`config.mk`:
```
export PLATFORM = sky130hd
export DESIGN_NAME = reload_timer_watchdog_8bit
export DESIGN_NICKNAME = d
export VERILOG_FILES = /design/src/reload_wdt_pkg.sv /design/src/count_tick_divider.sv /design/src/ahb_reg_slave.sv /design/src/reload_timer_watchdog_8bit.sv
export VERILOG_INCLUDE_DIRS = /design/src /design/src/src
export SDC_FILE = /design/constraint.sdc
export NUM_CORES = 1
export LEC_CHECK = 0
export ABC_AREA = 1
export BUFFER_PORTS_ARGS = -buffer_cell sky130_fd_sc_hd__buf_2
export CAP_MARGIN = 30
export CORE_MARGIN = 4
export CORE_UTILIZATION = 45
export CTS_CLUSTER_SIZE = 8
export DETAILED_ROUTE_END_ITERATION = 8
export GPL_TIMING_DRIVEN = 0
export PLACE_DENSITY = 0.74
export RECOVER_POWER = 50
export SLEW_MARGIN = 20
export SYNTH_ARGS = -nofsm -noshare
export SYNTH_HDL_FRONTEND = slang
export SYNTH_SLANG_ARGS = --single-unit
```
`constraint.sdc`:
```
create_clock -name clk_sys -period 1.6 [get_ports clk_sys]
set_clock_uncertainty 0.1 [all_clocks]
set_input_delay 0.24 -clock clk_sys [delete_from_list [all_inputs] [get_ports clk_sys]]
set_output_delay 0.24 -clock clk_sys [all_outputs]
set_load 0.05 [all_outputs]
```
`src/reload_wdt_regs.svh`:
```
`ifndef RELOAD_WDT_REGS_SVH
`define RELOAD_WDT_REGS_SVH
`define CNT_OFS         8'h00
`define RLD_OFS         8'h04
`define CTL_OFS         8'h08
`define IRQ_OFS         8'h0C
`define CTL_RESET       8'h10
`define CTL_SEL_LSB     0
`define CTL_SEL_MSB     2
`define CTL_RUN_BIT     3
`define CTL_ONE_BIT     4
`define CTL_WRUN_BIT    5
`define CTL_NEXT_BIT    6
`define CTL_MODE_BIT    7
`define IRQ_FLAG_BIT    0
`define IRQ_EN_BIT      1
`define IRQ_PRI_LSB     2
`define IRQ_PRI_MSB     3
`define CODE_START      4'h3
`define CODE_ALT        4'hC
`define CNT_MAX         8'hFF
`define PRE_DIV_DEFAULT 1
`endif

```
`src/reload_wdt_pkg.sv`:
```
`default_nettype none
`include "reload_wdt_regs.svh"
package reload_wdt_pkg;
    typedef enum logic [2:0] {
        WD_OFF   = 3'b001,
        WD_ARMED = 3'b010,
        WD_RUN   = 3'b100
    } wd_phase_e;

    typedef struct packed {
        logic       valid;
        logic       wr;
        logic [7:0] addr;
        logic [7:0] wdata;
    } reg_req_s;

    typedef struct packed {
        logic        pend;
        logic        wr;
        logic [7:0]  addr;
        logic        ready;
        logic        resp;
        logic [31:0] rdata;
    } ahb_state_s;

    typedef struct packed {
        logic [7:0] pre;
        logic [7:0] div;
        logic       tick;
    } div_state_s;

    typedef struct packed {
        logic [7:0] cnt;
        logic [7:0] rld;
        logic [2:0] sel;
        logic       run;
        wd_phase_e  phase;
        logic       next_c;
        logic       flag;
        logic       en;
        logic [1:0] pri;
        logic       irq;
        logic       sys_rst;
    } core_state_s;
endpackage : reload_wdt_pkg
`default_nettype wire

```
`src/count_tick_divider.sv`:
```
`timescale 1ns/1ps
`default_nettype none
`include "reload_wdt_regs.svh"
module count_tick_divider
    import reload_wdt_pkg::*;
#(
    parameter int PRE_DIV = `PRE_DIV_DEFAULT
)(
    input  wire logic       clk_sys,
    input  wire logic       rst_n,
    input  wire logic [2:0] sel,
    output logic            tick
);
    div_state_s r;
    div_state_s nxt;

    // bit 8 flags a usable setting; codes 6 and 7 never tick
    function automatic logic [8:0] sel_mask(input logic [2:0] s);
        case (s)
            3'h0:    sel_mask = 9'h100;
            3'h1:    sel_mask = 9'h101;
            3'h2:    sel_mask = 9'h103;
            3'h3:    sel_mask = 9'h107;
            3'h4:    sel_mask = 9'h11F;
            3'h5:    sel_mask = 9'h1FF;
            default: sel_mask = 9'h000;
        endcase
    endfunction : sel_mask

    always_comb
    begin
        logic [8:0] m;
        m = sel_mask(sel);
        nxt = r;
        nxt.tick = 1'b0;
        if (r.pre == 8'(PRE_DIV - 1))
        begin
            nxt.pre = 8'h00;
            nxt.div = r.div + 8'h01;
            if (m[8] && ((r.div & m[7:0]) == m[7:0]))
                nxt.tick = 1'b1;
        end
        else
            nxt.pre = r.pre + 8'h01;
    end

    always_ff @(posedge clk_sys or negedge rst_n)
    begin
        if (!rst_n)
            r <= '0;
        else
            r <= nxt;
    end

    assign tick = r.tick;
endmodule : count_tick_divider
`default_nettype wire

```
`src/ahb_reg_slave.sv`:
```
`timescale 1ns/1ps
`default_nettype none
module ahb_reg_slave
    import reload_wdt_pkg::*;
(
    input  wire logic        clk_sys,
    input  wire logic        rst_n,
    input  wire logic        hsel,
    input  wire logic [31:0] haddr,
    input  wire logic [1:0]  htrans,
    input  wire logic        hwrite,
    input  wire logic [31:0] hwdata,
    input  wire logic        hready,
    output logic             hreadyout,
    output logic             hresp,
    output logic [31:0]      hrdata,
    output reg_req_s         req,
    input  wire logic [31:0] rd_data
);
    ahb_state_s r;
    ahb_state_s nxt;

    // one wait state per transfer so that a read never sees stale state
    // from a write still in its data phase
    always_comb
    begin
        nxt = r;
        if (r.pend)
        begin
            nxt.pend  = 1'b0;
            nxt.ready = 1'b1;
            if (!r.wr)
                nxt.rdata = rd_data;
        end
        else if (hsel && htrans[1] && hready)
        begin
            nxt.pend  = 1'b1;
            nxt.ready = 1'b0;
            nxt.wr    = hwrite;
            nxt.addr  = haddr[7:0];
        end
    end

    always_ff @(posedge clk_sys or negedge rst_n)
    begin
        if (!rst_n)
            r <= '{pend: 1'b0, wr: 1'b0, addr: 8'h00, ready: 1'b1,
                   resp: 1'b0, rdata: 32'h0000_0000};
        else
            r <= nxt;
    end

    assign hreadyout = r.ready;
    assign hresp     = r.resp;
    assign hrdata    = r.rdata;
    assign req       = '{valid: r.pend, wr: r.wr, addr: r.addr,
                         wdata: hwdata[7:0]};
endmodule : ahb_reg_slave
`default_nettype wire

```
`src/reload_timer_watchdog_8bit.sv`:
```
// Functional notes
// - 8-bit counter steps up by one per count tick while counting.
// - auto-reload overflow raises interrupt request and reloads counter.
// - watchdog overflow requests a whole-system reset.
// - watchdog only starts or reloads through special code writes.
// - running watchdog ignores value writes, counter still readable.
// - writing a counter value copies it into the reload register too.
// - reload register writable in auto mode, read-only in watchdog.
// - counter and reload contents undefined after any reset source.
// - control has eight bits; bits 4-6 not writable; bit 4 reads one.
// - control bits 0-2 choose the count clock.
// - bit 3 runs or halts auto-reload; watchdog just reads it back.
// - bit 5 reads one while watchdog counting runs.
// - alternate n3h and nCh writes reload the watchdog counter.
// - bit 6 shows which service code software must write next.
// - bit 7 selects mode: zero auto-reload, one watchdog.
// - after watchdog entry timeout-changing writes are ignored.
// - one control write sets mode and clock select together.
// - first n3h write starts watchdog without touching the counter.
// - watchdog mode is left only by a system reset.
// - auto-reload overflow sets flag; request gated by enable, priority is output only.
`timescale 1ns/1ps
`default_nettype none
`include "reload_wdt_regs.svh"
module reload_timer_watchdog_8bit
    import reload_wdt_pkg::*;
#(
    parameter int PRE_DIV = `PRE_DIV_DEFAULT
)(
    input  wire logic        clk_sys,
    input  wire logic        rst_n,
    input  wire logic        hsel,
    input  wire logic [31:0] haddr,
    input  wire logic [1:0]  htrans,
    input  wire logic        hwrite,
    input  wire logic [2:0]  hsize,
    input  wire logic [31:0] hwdata,
    input  wire logic        hready,
    output logic             hreadyout,
    output logic             hresp,
    output logic [31:0]      hrdata,
    output logic             irq_req,
    output logic [1:0]       irq_priority,
    output logic             sys_reset_req
);
    // counter and reload are cleared here although software must not
    // rely on them after reset
    localparam core_state_s CORE_RESET = '{
        cnt:     8'h00,
        rld:     8'h00,
        sel:     3'h0,
        run:     1'b0,
        phase:   WD_OFF,
        next_c:  1'b0,
        flag:    1'b0,
        en:      1'b0,
        pri:     2'h0,
        irq:     1'b0,
        sys_rst: 1'b0
    };

    core_state_s s_r;
    core_state_s s_nxt;
    reg_req_s    req;
    logic        tick;
    logic [31:0] rd_data;
    logic        mode;
    logic        counting;
    logic        wr_cnt;
    logic        wr_rld;
    logic        wr_ctl;
    logic        wr_irq;
    logic [3:0]  want_code;

    ahb_reg_slave u_bus (
        .clk_sys   (clk_sys),
        .rst_n     (rst_n),
        .hsel      (hsel),
        .haddr     (haddr),
        .htrans    (htrans),
        .hwrite    (hwrite),
        .hwdata    (hwdata),
        .hready    (hready),
        .hreadyout (hreadyout),
        .hresp     (hresp),
        .hrdata    (hrdata),
        .req       (req),
        .rd_data   (rd_data)
    );

    count_tick_divider #(
        .PRE_DIV (PRE_DIV)
    ) u_div (
        .clk_sys (clk_sys),
        .rst_n   (rst_n),
        .sel     (s_r.sel),
        .tick    (tick)
    );

    function automatic logic [7:0] read_byte(input logic [7:0]  a,
                                             input core_state_s s);
        logic [7:0] c;
        c = 8'h00;
        c[`CTL_SEL_MSB:`CTL_SEL_LSB] = s.sel;
        c[`CTL_RUN_BIT]  = s.run;
        c[`CTL_ONE_BIT]  = 1'b1;
        c[`CTL_WRUN_BIT] = (s.phase == WD_RUN);
        c[`CTL_NEXT_BIT] = s.next_c;
        c[`CTL_MODE_BIT] = (s.phase != WD_OFF);
        case (a)
            `CNT_OFS: read_byte = s.cnt;
            `RLD_OFS: read_byte = s.rld;
            `CTL_OFS: read_byte = c;
            `IRQ_OFS: read_byte = {4'h0, s.pri, s.en, s.flag};
            default:  read_byte = 8'h00;
        endcase
    endfunction : read_byte

    assign rd_data   = {24'h00_0000, read_byte(req.addr, s_r)};
    assign mode      = (s_r.phase != WD_OFF);
    assign counting  = mode ? (s_r.phase == WD_RUN) : s_r.run;
    assign wr_cnt    = req.valid && req.wr && (req.addr == `CNT_OFS);
    assign wr_rld    = req.valid && req.wr && (req.addr == `RLD_OFS);
    assign wr_ctl    = req.valid && req.wr && (req.addr == `CTL_OFS);
    assign wr_irq    = req.valid && req.wr && (req.addr == `IRQ_OFS);
    assign want_code = s_r.next_c ? `CODE_ALT : `CODE_START;

    always_comb
    begin
        logic ovf_set;
        ovf_set = 1'b0;
        s_nxt = s_r;
        s_nxt.sys_rst = 1'b0;

        if (counting && tick)
        begin
            if (s_r.cnt == `CNT_MAX)
            begin
                s_nxt.cnt = s_r.rld;
                if (mode)
                    s_nxt.sys_rst = 1'b1;
                else
                    ovf_set = 1'b1;
            end
            else
                s_nxt.cnt = s_r.cnt + 8'h01;
        end
        if (ovf_set)
            s_nxt.flag = 1'b1;

        // a counter write lands after the count step, so the written value wins
        // over a tick in the same cycle; an overflow still sets the flag
        if (wr_cnt)
        begin
            if (!mode)
            begin
                s_nxt.cnt = req.wdata;
                s_nxt.rld = req.wdata;
            end
            else if (s_r.phase == WD_ARMED)
            begin
                if (req.wdata[3:0] == `CODE_START)
                begin
                    s_nxt.phase  = WD_RUN;
                    s_nxt.next_c = 1'b1;
                end
            end
            else if (req.wdata[3:0] == want_code)
            begin
                s_nxt.cnt    = s_r.rld;
                s_nxt.next_c = !s_r.next_c;
            end
            // any other write is dropped here
        end

        if (wr_rld && !mode)
            s_nxt.rld = req.wdata;

        if (wr_ctl)
        begin
            s_nxt.run = req.wdata[`CTL_RUN_BIT];
            if (!mode)
            begin
                s_nxt.sel = req.wdata[`CTL_SEL_MSB:`CTL_SEL_LSB];
                if (req.wdata[`CTL_MODE_BIT])
                    s_nxt.phase = WD_ARMED;
            end
        end

        if (wr_irq)
        begin
            if (req.wdata[`IRQ_FLAG_BIT])
                s_nxt.flag = ovf_set; // set wins over clear
            s_nxt.en  = req.wdata[`IRQ_EN_BIT];
            s_nxt.pri = req.wdata[`IRQ_PRI_MSB:`IRQ_PRI_LSB];
        end

        s_nxt.irq = s_nxt.flag && s_nxt.en;
    end

    // only the reset pin brings the phase back to WD_OFF
    always_ff @(posedge clk_sys or negedge rst_n)
    begin
        if (!rst_n)
            s_r <= CORE_RESET;
        else
            s_r <= s_nxt;
    end

    assign irq_req       = s_r.irq;
    assign irq_priority  = s_r.pri;
    assign sys_reset_req = s_r.sys_rst;
endmodule : reload_timer_watchdog_8bit
`default_nettype wire

```
### Word-level counts from Yosys, hierarchy flattened

Cells that the tools add are included.

* bits in registers: 66
* bits of input ports: 74

* $add $sub $neg: 3
* equality and inequality tests: 17
* muxes and demuxes: 36
* bitwise operators: 4
* reduce and logical (&&, ||, !) cells: 24

Operator list (number)
* two-way mux 8 bit: 8
* case mux 9 bit (6 select lines): 1
* case mux 8 bit (4 select lines): 1
* adder 8 x 1 -> 8 bit (second input constant): 3
* two-way mux 4 bit: 5
* == test 8 x 4 -> 1 bit (second input constant): 2
* zero test 8 bit: 2
* two-way mux 16 bit: 1
* two-way mux 1 bit: 15
* two-way mux 3 bit: 4
* logical AND 1 bit: 11
* two-way mux 11 bit: 1
* == test 3 x 2 -> 1 bit (second input constant): 3
* == test 3 bit (second input constant): 3
* AND 8 bit: 1
* == test 8 x 3 -> 1 bit (second input constant): 1
* == test 8 bit: 1
* == test 8 bit (second input constant): 1
* AND reduction 2 bit: 4
* nonzero test 2 bit: 3
* == test 4 x 2 -> 1 bit (second input constant): 1
* == test 4 bit: 1
* inequality test 2 x 1 -> 1 bit (second input constant): 2
* AND reduction 4 bit: 1
* 5 further kinds: 8

### Longest topological paths before layout

Gate-level depths: netlist (run 1).

* depth in word-level cells: 9
* depth in mapped cells: 10

### Modules after synthesis

Synthesis (run 1) repeated with hierarchy kept, for this count alone.

* cells, all modules: 621
* area total of the unflattened synthesis: 4845.9 um^2

Modules (own cells, without submodules)
* reload_timer_watchdog_8bit: instances 1, cells an instance 301, area each 2102.0 um^2, sequential area each 752.0 um^2
* ahb_reg_slave: instances 1, cells an instance 197, area each 1820.5 um^2, sequential area each 1077.3 um^2
* count_tick_divider: instances 1, cells an instance 123, area each 923.4 um^2, sequential area each 425.4 um^2

### Worst setup path before layout (run 1)

OpenSTA, ideal clock, no wires.

* path kind: reg-to-reg
* start: reg s_r[22] in the netlist's numbering
* end: reg s_r[27] in the netlist's numbering
* library setup time: 0.122 ns
* data arrival time: 1.388 ns
* required time: 1.378 ns
* setup slack: -0.010 ns
* stages on the path, launching flop included: 11
* buffers on the path: 0
* period minus slack after synthesis: 1.610 ns
* path through: dfrtp_1 -> ha_1 -> inv_1 -> nor2_2 -> nand2_2 -> nor2_1 -> nor2_1 -> nand2_1 -> nand3_1 -> nand2_1 -> a21oi_1

RTL lines
* from (decl): line reload_timer_watchdog_8bit.sv:62 `core_state_s s_r;`
* from (signal assigned): line reload_timer_watchdog_8bit.sv:207 `s_r <= s_nxt;`

==> flow_summary.ini, run 1 <==
[outcome]
outcome = finished, violations left
violations = negative setup slack

[die]
start_util_pct = 45.9
dieArea_mm2 = 0.00986
fp-row-count = 33
fp.dieH_um = 99.3
ios = 112
dieWidth_um = 99.3
coreArea_mm2 = 0.00818

[worst_setup_path]
r2r_end = s_r[29]
path_cells = ha_4 > inv_1 > nor2_4 > nand2_4 > nor2_1 > nor2_1 > nand2_1 > nand2_1 > nor2_1 > a21oi_2
critPathMaxStageDelay_ns = 0.42
reg2reg_from = s_r[23]
critPathSlowestCell = dfrtp_2
reg2reg_slack_ns = -0.14
crit_fanout = 10
path_buf_inv = 1
startpoint_type = flop
required_ns = 1.74
crit_type = flop to flop
worstPathArrival_ns = 1.88
ff2ff_path_depth = 10
worstSetupEndpointType = flop
crit_path_frequent_cell = nor2_1
crit_family = simple AND/OR/NAND/NOR gates

[global_routing]
grt_pass1_vias = 3321
grt_max_degree = 49
busiest_layer = met2
grt_overflow = 0
antenna_found_initial = 0
met3_usage_pct = 3.93
grt.met1_usage_pct = 26.3
grt_pass1_wl_mm = 15.6
use_met2_pct = 31.0
grt_use_total_pct = 19.6

[sta]
whs_ns = 0.0344
finalHoldViolCount = 0
post-route-min-period_ns = 1.74
rsz0062_at_grt = yes
setup_viol = 30
setup_tns_ns = -2.09
final_max_slew_viol_count = 0
postLayoutSetupSlackWorst_ns = -0.143
period_share_pct = 109
fmax_mhz = 574

[layout]
final_cell_mix = nand2_1, dfrtp_1, buf_4, inv_1, nor2_1
synthToLayoutAreaGrowth_pct = 34.7
nets = 691
drive_gt1_share_pct = 33.3
fillers = 658
final_common_cell = nand2_1
n_antenna_cell = 0

[synth]
synthesis.area_mm2 = 0.00375
ys_seq_area_share_pct = 44.1
synth_area_leaders = dfrtp_1, nand2_1, inv_1, buf_4, nor2_1
synth_edf_count = 0
syn_avg_cell_area_um2 = 7.40
postSynth.asyncResetShare_pct = 100
synth_warnings = 0
netlist_instances = 507
synthFlopType = dfrtp_1
yosysTopAreaCell = dfrtp_1
synth_top_cell_area_share_pct = 42.7
synth-seq-cells = 66
synth.distinct_cells = 32

[power]
p_sw_share_pct = 33.5
seqPwrFrac_pct = 45.0
switching_power_uw = 1380
p_leak_uw = 0.00275
clock_power_share_pct = 34.1
p_total_uw = 4130
p_int_uw = 2740
vdd_drop_max_v = 0.000539
power_density_mw_per_mm2 = 816
p_comb_share_pct = 20.9

[place]
dp_slack_ns = -0.330
dp_hpwl_mm = 6.43
portBuffers = 34
gp_congestion = 0.928

[route]
drc_errors = 0
viasPerCell = 5.10
avgRoutedWirePerCell_um = 14.2
drtAntennaViolNets = 0
vias = 3679
wirelength_mm = 10.2
drt-initial-drc-count = 420
drt_pass1_iterations = 5

[clock_network]
cts-root-buf = clkbuf_8
h-tree-depth = 3
cts.path.max_buffers = 2
cts_buffers = 9
clk_latency_ns = 0.35
cts.clk_slew.worst_paths_ns = 0.08
clock-sinks = 66
cts_tree = done

[hold_path]
whs_path_depth = 3
hold_path_class = input pin to flop
hold_path_end = s_r[18]
min_from = hwdata[4]

[run]
maxCapViolations = 0
## metrics by stage
step           utilization [%]  instances  cell area, µm²
2_1_floorplan                -        531            3850
3_3_place_gp              50.7        670            4150
3_5_place_dp              51.1        671            4180
4_1_cts                   57.7        707            4710
5_1_grt                   61.8        721            5050
6_report                  61.8        721            5050
## cell families after synthesis
| family | after synthesis | synth area share (%) |
|---|---|---|
| AOI/OAI and AO/OA | 65 | 8.87 |
| DFF | 66 | 44.1 |
| other | 1 | 0.0999 |
| xor gates and xnor gates | 10 | 2.33 |
| and+or+nand+nor | 268 | 30.5 |
| buffers and inverters | 91 | 12.1 |
| adders and majority gates | 6 | 2.00 |
## state kept, by name, summed over array words and instances, names as in the netlist
name and flops:
s_r 26, u_div.r 16, u_bus.req 10, u_bus.hrdata 8, irq_priority 2, irq_req 1, sys_reset_req 1, u_bus.hreadyout 1
u_div.tick 1
## synthesized netlist by cell type, types with 2 or more instances
cell      number
o21ai_1        7
dfstp_2        2
buf_4         27
inv_1         55
nor2_1        44
xnor2_1        3
dfrtp_1       64
xor2_1         7
a21oi_1       29
nor2_2         4
inv_2          2
nand4_1        7
nand2_2        7
nor3_2         3
buf_2          2
nand3_1       31
ha_1           6
o21ai_0       27
nand2_1      161
clkbuf_1       2
nor3_1         6
## worst min-delay path: stages
cell,delay [ns]
buf_2,0.09
nand3_1,0.06
nand2_1,0.06
## worst max path at each step
stage / from / endpoint / slack [ns] / cells after the start
6_report: s_r[23] / s_r[29] / -0.14 / 10
5_1_grt: s_r[8] / s_r[27] / -0.23 / 10
4_1_cts: u_bus.req[12] / s_r[6] / -0.08 / 9
3_5_place_dp: u_bus.req[13] / s_r[19] / -0.33 / 8
3_3_place_gp: u_bus.req[13] / u_bus.hrdata[3] / -0.29 / 7
2_1_floorplan: u_div.r[9] / u_div.r[8] / 0.001 / 9
## per-layer routing
| metal | up-vias | wire length [µm] |
|---|---|---|
| li1 | 1763 | - |
| met1 | 1736 | 4380 |
| met2 | 160 | 5020 |
| met3 | 20 | 664 |
| met4 | 0 | 174 |
| met5 | - | 0 |
## area by class of cell
class                   count  area, µm²  area share [%]
plain buffers              32        248            4.90
clock buffers               9        124            2.45
clock inverters             7       68.8            1.36
inverters                  58        241            4.78
multi-input cells         374       2090            41.3
flip-flops and latches     66       1660            32.8
well taps                 105        131            2.60
repair buffers             70        497            9.83
## repair_timing
action	in CTS	in global routing
setup endpoints to repair	48	51
setup buffers	11	15
cloned	0	0
gates resized for setup	48	86
endpoints found under the hold margin	74	0
hold buffers	10	0
pin swaps	16	44
## power groups by stage
stage	Combinational [µW]	Clock, µW	Sequential [µW]
final	861	1410	1860
after floorplan	386	0	2030
after CTS	807	1410	1850
after detailed placement	735	0	1880
after global routing	922	1500	1870
after global placement	713	0	1870
No activity file was read; power rests on OpenSTA's default activity.
==> run 2, diff against run 1 <==
--- a/config.mk
+++ b/config.mk
@@ -13,9 +13,11 @@
 export CORE_UTILIZATION = 45
 export CTS_CLUSTER_SIZE = 8
 export DETAILED_ROUTE_END_ITERATION = 8
+export GPL_ROUTABILITY_DRIVEN = 1
 export GPL_TIMING_DRIVEN = 0
-export PLACE_DENSITY = 0.74
+export PLACE_DENSITY = 0.71
 export RECOVER_POWER = 50
+export SKIP_CTS_REPAIR_TIMING = 1
 export SLEW_MARGIN = 20
 export SYNTH_ARGS = -nofsm -noshare
 export SYNTH_HDL_FRONTEND = slang
==> constraint.sdc (replaced) <==
create_clock -name clk_sys -period 1.73 [get_ports clk_sys]
set_clock_uncertainty 0.1 [all_clocks]
set_input_delay 0.2595 -clock clk_sys [delete_from_list [all_inputs] [get_ports clk_sys]]
set_output_delay 0.2595 -clock clk_sys [all_outputs]
set_load 0.05 [all_outputs]
==> run 2 against run 1 <==
  * The run still ends with negative setup slack left
  * Via count fell by 1.5%
  * Non-clock buffer count down 14
  * First-iteration DRC count is 35% lower
  * Setup slack better by 0.081 ns
  * Cell count down 1.8%
  * Power decreased by 13%
  * Core utilization decreased by 3.2 points
  * Critical path depth shrank 2
  * Sequential power fell by 8%
  * Register-to-register slack better by 0.08 ns
  * Global-route usage down 1.0 points
  * Maximum frequency is 2.7% lower
  * Critical endpoint is now s_r[22]
==> flow_summary.ini, run 2 (same netlist as run 1, synthesis figures left out) <==
[outcome]
outcome = finished, violations left
violations = negative setup slack

[sta]
postLayoutSetupSlackWorst_ns = -0.0622
final_max_slew_viol_count = 0
setup_viol = 8
period_share_pct = 104
rsz0062_at_grt = yes
finalHoldViolCount = 0
fmax_mhz = 558
max_slew_margin_pct = 38.1
post-route-min-period_ns = 1.79
setup_tns_ns = -0.260
worst_pin_slew_ns = 0.929

[global_routing]
antenna_found_initial = 0
grt_pass1_vias = 3238
grt_max_degree = 54
grt_overflow = 0
grt_use_total_pct = 18.5
grt_pass1_wl_mm = 14.8

[layout]
final_common_cell = nand2_1
n_antenna_cell = 0
regMostFlops = s_r
largest_reg_flops = 26
drive_gt1_share_pct = 27.0
nets = 678
synthToLayoutAreaGrowth_pct = 27.8
final_cell_mix = nand2_1, dfrtp_1, inv_1, buf_4, nor2_1

[power]
p_leak_uw = 0.00267
vdd_drop_max_v = 0.000502
power_density_mw_per_mm2 = 746
p_total_uw = 3580

[route]
drtAntennaViolNets = 0
viasPerCell = 5.12
drc_errors = 0
drt_pass1_iterations = 5
drt-initial-drc-count = 273
avgRoutedWirePerCell_um = 13.6
vias = 3623
wirelength_mm = 9.62

[clock_network]
clk_latency_ns = 0.35
cts_buffers = 9
h-tree-depth = 3
cts-root-buf = clkbuf_8
cts_tree = done
clock-sinks = 66
cts.clk_slew.worst_paths_ns = 0.08
cts.path.max_buffers = 2

[die]
dieArea_mm2 = 0.00986
coreArea_mm2 = 0.00818
fp-row-count = 33
start_util_pct = 45.9
dieWidth_um = 99.3
fp.dieH_um = 99.3
ios = 112

[worst_setup_path]
worstPathArrival_ns = 1.96
startpoint_type = flop
required_ns = 1.90
crit_fanout = 8
worstSetupEndpointType = flop
crit_type = flop to flop

[place]
portBuffers = 34
dp_hpwl_mm = 6.52
gp_congestion = 0.916

[hold_path]
hold_path_class = input pin to flop

[run]
maxCapViolations = 0
-- run 2: changes by cell type in the layout (fill, tap and decap cells not counted), moves of 4 or more --
cell,before,now
o21ai_1,13,17
inv_1,44,48
nand2_2,20,9
o21ai_0,7,14
nand2_1,142,154
buf_4,49,43
o21ai_2,12,3
dlygate4sd3_1,10,1
-- run 2: critical path, stage by stage, from the launching register on --
cell and delay [ns]:
dfstp_2 0.56, inv_2 0.06, nand3_4 0.07, nand4_1 0.16
nand2_4 0.17, clkinvlp_4 0.26, nand3_2 0.13, nand2_1 0.07
a21oi_1 0.13
-- run 2: per-stage QoR --
step           cells  cell area, µm²  util [%]  setup WS, ns  hold WS (ns)
2_1_floorplan    531            3840         -         0.120        -0.136
3_3_place_gp     670            4140      50.7        -0.174         0.347
3_5_place_dp     671            4170      51.1        -0.195        0.0368
4_1_cts          687            4340      53.0        -0.215        -0.346
5_1_grt          708            4800      58.7        -0.142      -0.00172
6_report         708            4800      58.7       -0.0622      0.000875
-- run 2: final cells by class --
| cell class | count | area, µm² |
|---|---|---|
| fill | 736 | 3380 |
| multi-input combinational | 374 | 1950 |
| sequential | 66 | 1660 |
| timing repair buffer | 56 | 407 |
| buffer | 32 | 240 |
| inverter | 58 | 236 |
| clock buffer | 11 | 131 |
| tap | 105 | 131 |
| clock inverter | 5 | 31.3 |
| timing repair inverter | 1 | 11.3 |
-- run 2: worst paths after layout --
kind,from,end,slack [ns],depth (start not counted)
min in group asynchronous,rst_n,s_r[8],0.47,2
max in group asynchronous,rst_n,s_r[7],0.25,3
min,haddr[7],u_bus.req[15],0.0009,3
min reg2reg,u_div.r[9],u_div.r[9],0.37,1
max reg2reg,s_r[7],s_r[22],-0.06,8
max,s_r[7],s_r[22],-0.06,8
-- run 2: per-layer routing --
metal	vias to the layer above	global-route usage (%)	routed length [µm]
met5	-	0	0
met4	0	6.30	269
met3	26	3.86	727
met2	178	29.3	4500
met1	1677	25.5	4120
li1	1742	-	-
-- run 2: where the power goes --
| group | internal [µW] | switching, µW | total [µW] |
|---|---|---|---|
| combinational | 199 | 542 | 741 |
| clock | 515 | 609 | 1120 |
| sequential | 1640 | 69.2 | 1710 |
==> run 3, diff against run 2 <==
--- a/config.mk
+++ b/config.mk
@@ -14,7 +14,6 @@
 export CTS_CLUSTER_SIZE = 8
 export DETAILED_ROUTE_END_ITERATION = 8
 export GPL_ROUTABILITY_DRIVEN = 1
-export GPL_TIMING_DRIVEN = 0
 export PLACE_DENSITY = 0.71
 export RECOVER_POWER = 50
 export SKIP_CTS_REPAIR_TIMING = 1
@@ -22,3 +21,4 @@
 export SYNTH_ARGS = -nofsm -noshare
 export SYNTH_HDL_FRONTEND = slang
 export SYNTH_SLANG_ARGS = --single-unit
+export TNS_END_PERCENT = 5
==> run 3 against run 2 <==
  * The run now ends clean
  * Sequential power about the same
  * Die area did not move
  * Non-clock buffer count shrank 22
  * Sequential share of layout area up 2.6 points
  * Wire length down 8.0%
  * Clock-buffer cell count increased by 1
==> flow_summary.ini, run 3 (same netlist as run 1, synthesis figures left out) <==
[die]
dieWidth_um = 99.3
ios = 112
coreArea_mm2 = 0.00818
fp.dieH_um = 99.3
fp-row-count = 33
start_util_pct = 45.9
dieArea_mm2 = 0.00986

[global_routing]
busiest_layer = met2
grt.met1_usage_pct = 25.3
met3_usage_pct = 3.79
grt_pass1_wl_mm = 15.1
grt_overflow = 0
antenna_found_initial = 0
grt_max_degree = 67
grt_pass1_vias = 3318
use_met2_pct = 30.0
grt_use_total_pct = 18.9

[place]
portBuffers = 34
dp_slack_ns = -0.0422
gp_congestion = 0.898
placed_cell_area_mm2 = 0.00412
dp_hpwl_mm = 6.44

[route]
drt-initial-drc-count = 272
drc_errors = 0
viasPerCell = 5.00
avgRoutedWirePerCell_um = 12.9
wirelength_mm = 8.85
drt_pass1_iterations = 5
drtAntennaViolNets = 0
vias = 3423

[sta]
period_share_pct = 99.7
rsz0062_at_grt = yes
worst_pin_slew_ns = 0.910
finalHoldViolCount = 0
setup_tns_ns = 0
whs_ns = 0.00906
setup_viol = 0
post-route-min-period_ns = 1.72
final_max_slew_viol_count = 0
fmax_mhz = 580
max_slew_margin_pct = 39.4
postLayoutSetupSlackWorst_ns = 0.00550

[layout]
drive_gt1_share_pct = 20.0
fillers = 769
regArea_mm2 = 0.00165
multi_input_area_mm2 = 0.00183
regMostFlops = s_r
final_cell_area_mm2 = 0.00445
largest_reg_flops = 26
nets = 655
final_common_cell = nand2_1
n_antenna_cell = 0
final_cell_mix = nand2_1, dfrtp_1, inv_1, nor2_1, buf_2
synthToLayoutAreaGrowth_pct = 18.6

[worst_setup_path]
reg2reg_slack_ns = 0.005
worstPathArrival_ns = 1.86
startpoint_type = flop
crit_fanout = 8
required_ns = 1.86
worstSetupEndpointType = flop
crit_type = flop to flop

[clock_network]
cts_buffers = 9
clk_latency_ns = 0.34
h-tree-depth = 3
cts.path.max_buffers = 2
cts.clk_slew.worst_paths_ns = 0.08
cts_tree = done
cts-root-buf = clkbuf_8
clock-sinks = 66

[power]
p_leak_uw = 0.00253
power_density_mw_per_mm2 = 825
vdd_drop_max_v = 0.000429

[hold_path]
hold_path_class = input pin to flop

[outcome]
outcome = finished, final reports clean

[run]
maxCapViolations = 0
run 3: worst paths after layout:
path                              startpoint            end  cells after the start
worst max-delay path            u_bus.req[8]        s_r[25]                      8
worst min-delay path                haddr[0]   u_bus.req[8]                      3
worst max register to register  u_bus.req[8]        s_r[25]                      8
worst min register to register    u_div.r[9]     u_div.r[9]                      1
max in group asynchronous              rst_n        s_r[24]                      3
min in group asynchronous              rst_n  sys_reset_req                      3
run 3: area by class of cell:
type / instances / share of cell area (%)
clock inverter: 4 / 1.15
multi-input combinational: 374 / 41.0
sequential: 66 / 37.2
inverter: 58 / 5.06
clock buffer: 12 / 3.04
tap: 105 / 2.95
timing repair buffer: 66 / 9.61
run 3: critical path, cell delays in order (launching register included):
cell and delay (ns):
dfrtp_1 0.39, nor2_2 0.14, nand2_2 0.07, buf_6 0.12, nor3_4 0.25, nand2_4 0.16, buf_4 0.18, a21oi_2 0.11
a21oi_1 0.08
run 3: power breakdown:
group	total [µW]	leakage [µW]	internal (µW)	switching, µW
Sequential	1700	0.000765	1640	60.7
Clock	1280	0.0000910	671	612
Combinational	688	0.00168	169	519
run 3: layer usage:
layer / vias to the layer above / wire, µm
met3: 13 / 531
met1: 1601 / 4040
met5: - / 0
met4: 0 / 128
li1: 1685 / -
met2: 124 / 4160
run 3: per-stage QoR:
step	utilization (%)	power (µW)	instances
finish	54.5	3670	685
global route	54.5	3820	685
CTS	52.7	3670	680
detailed placement	50.4	2400	664
global placement	50.4	2380	664
floorplan	-	2230	531
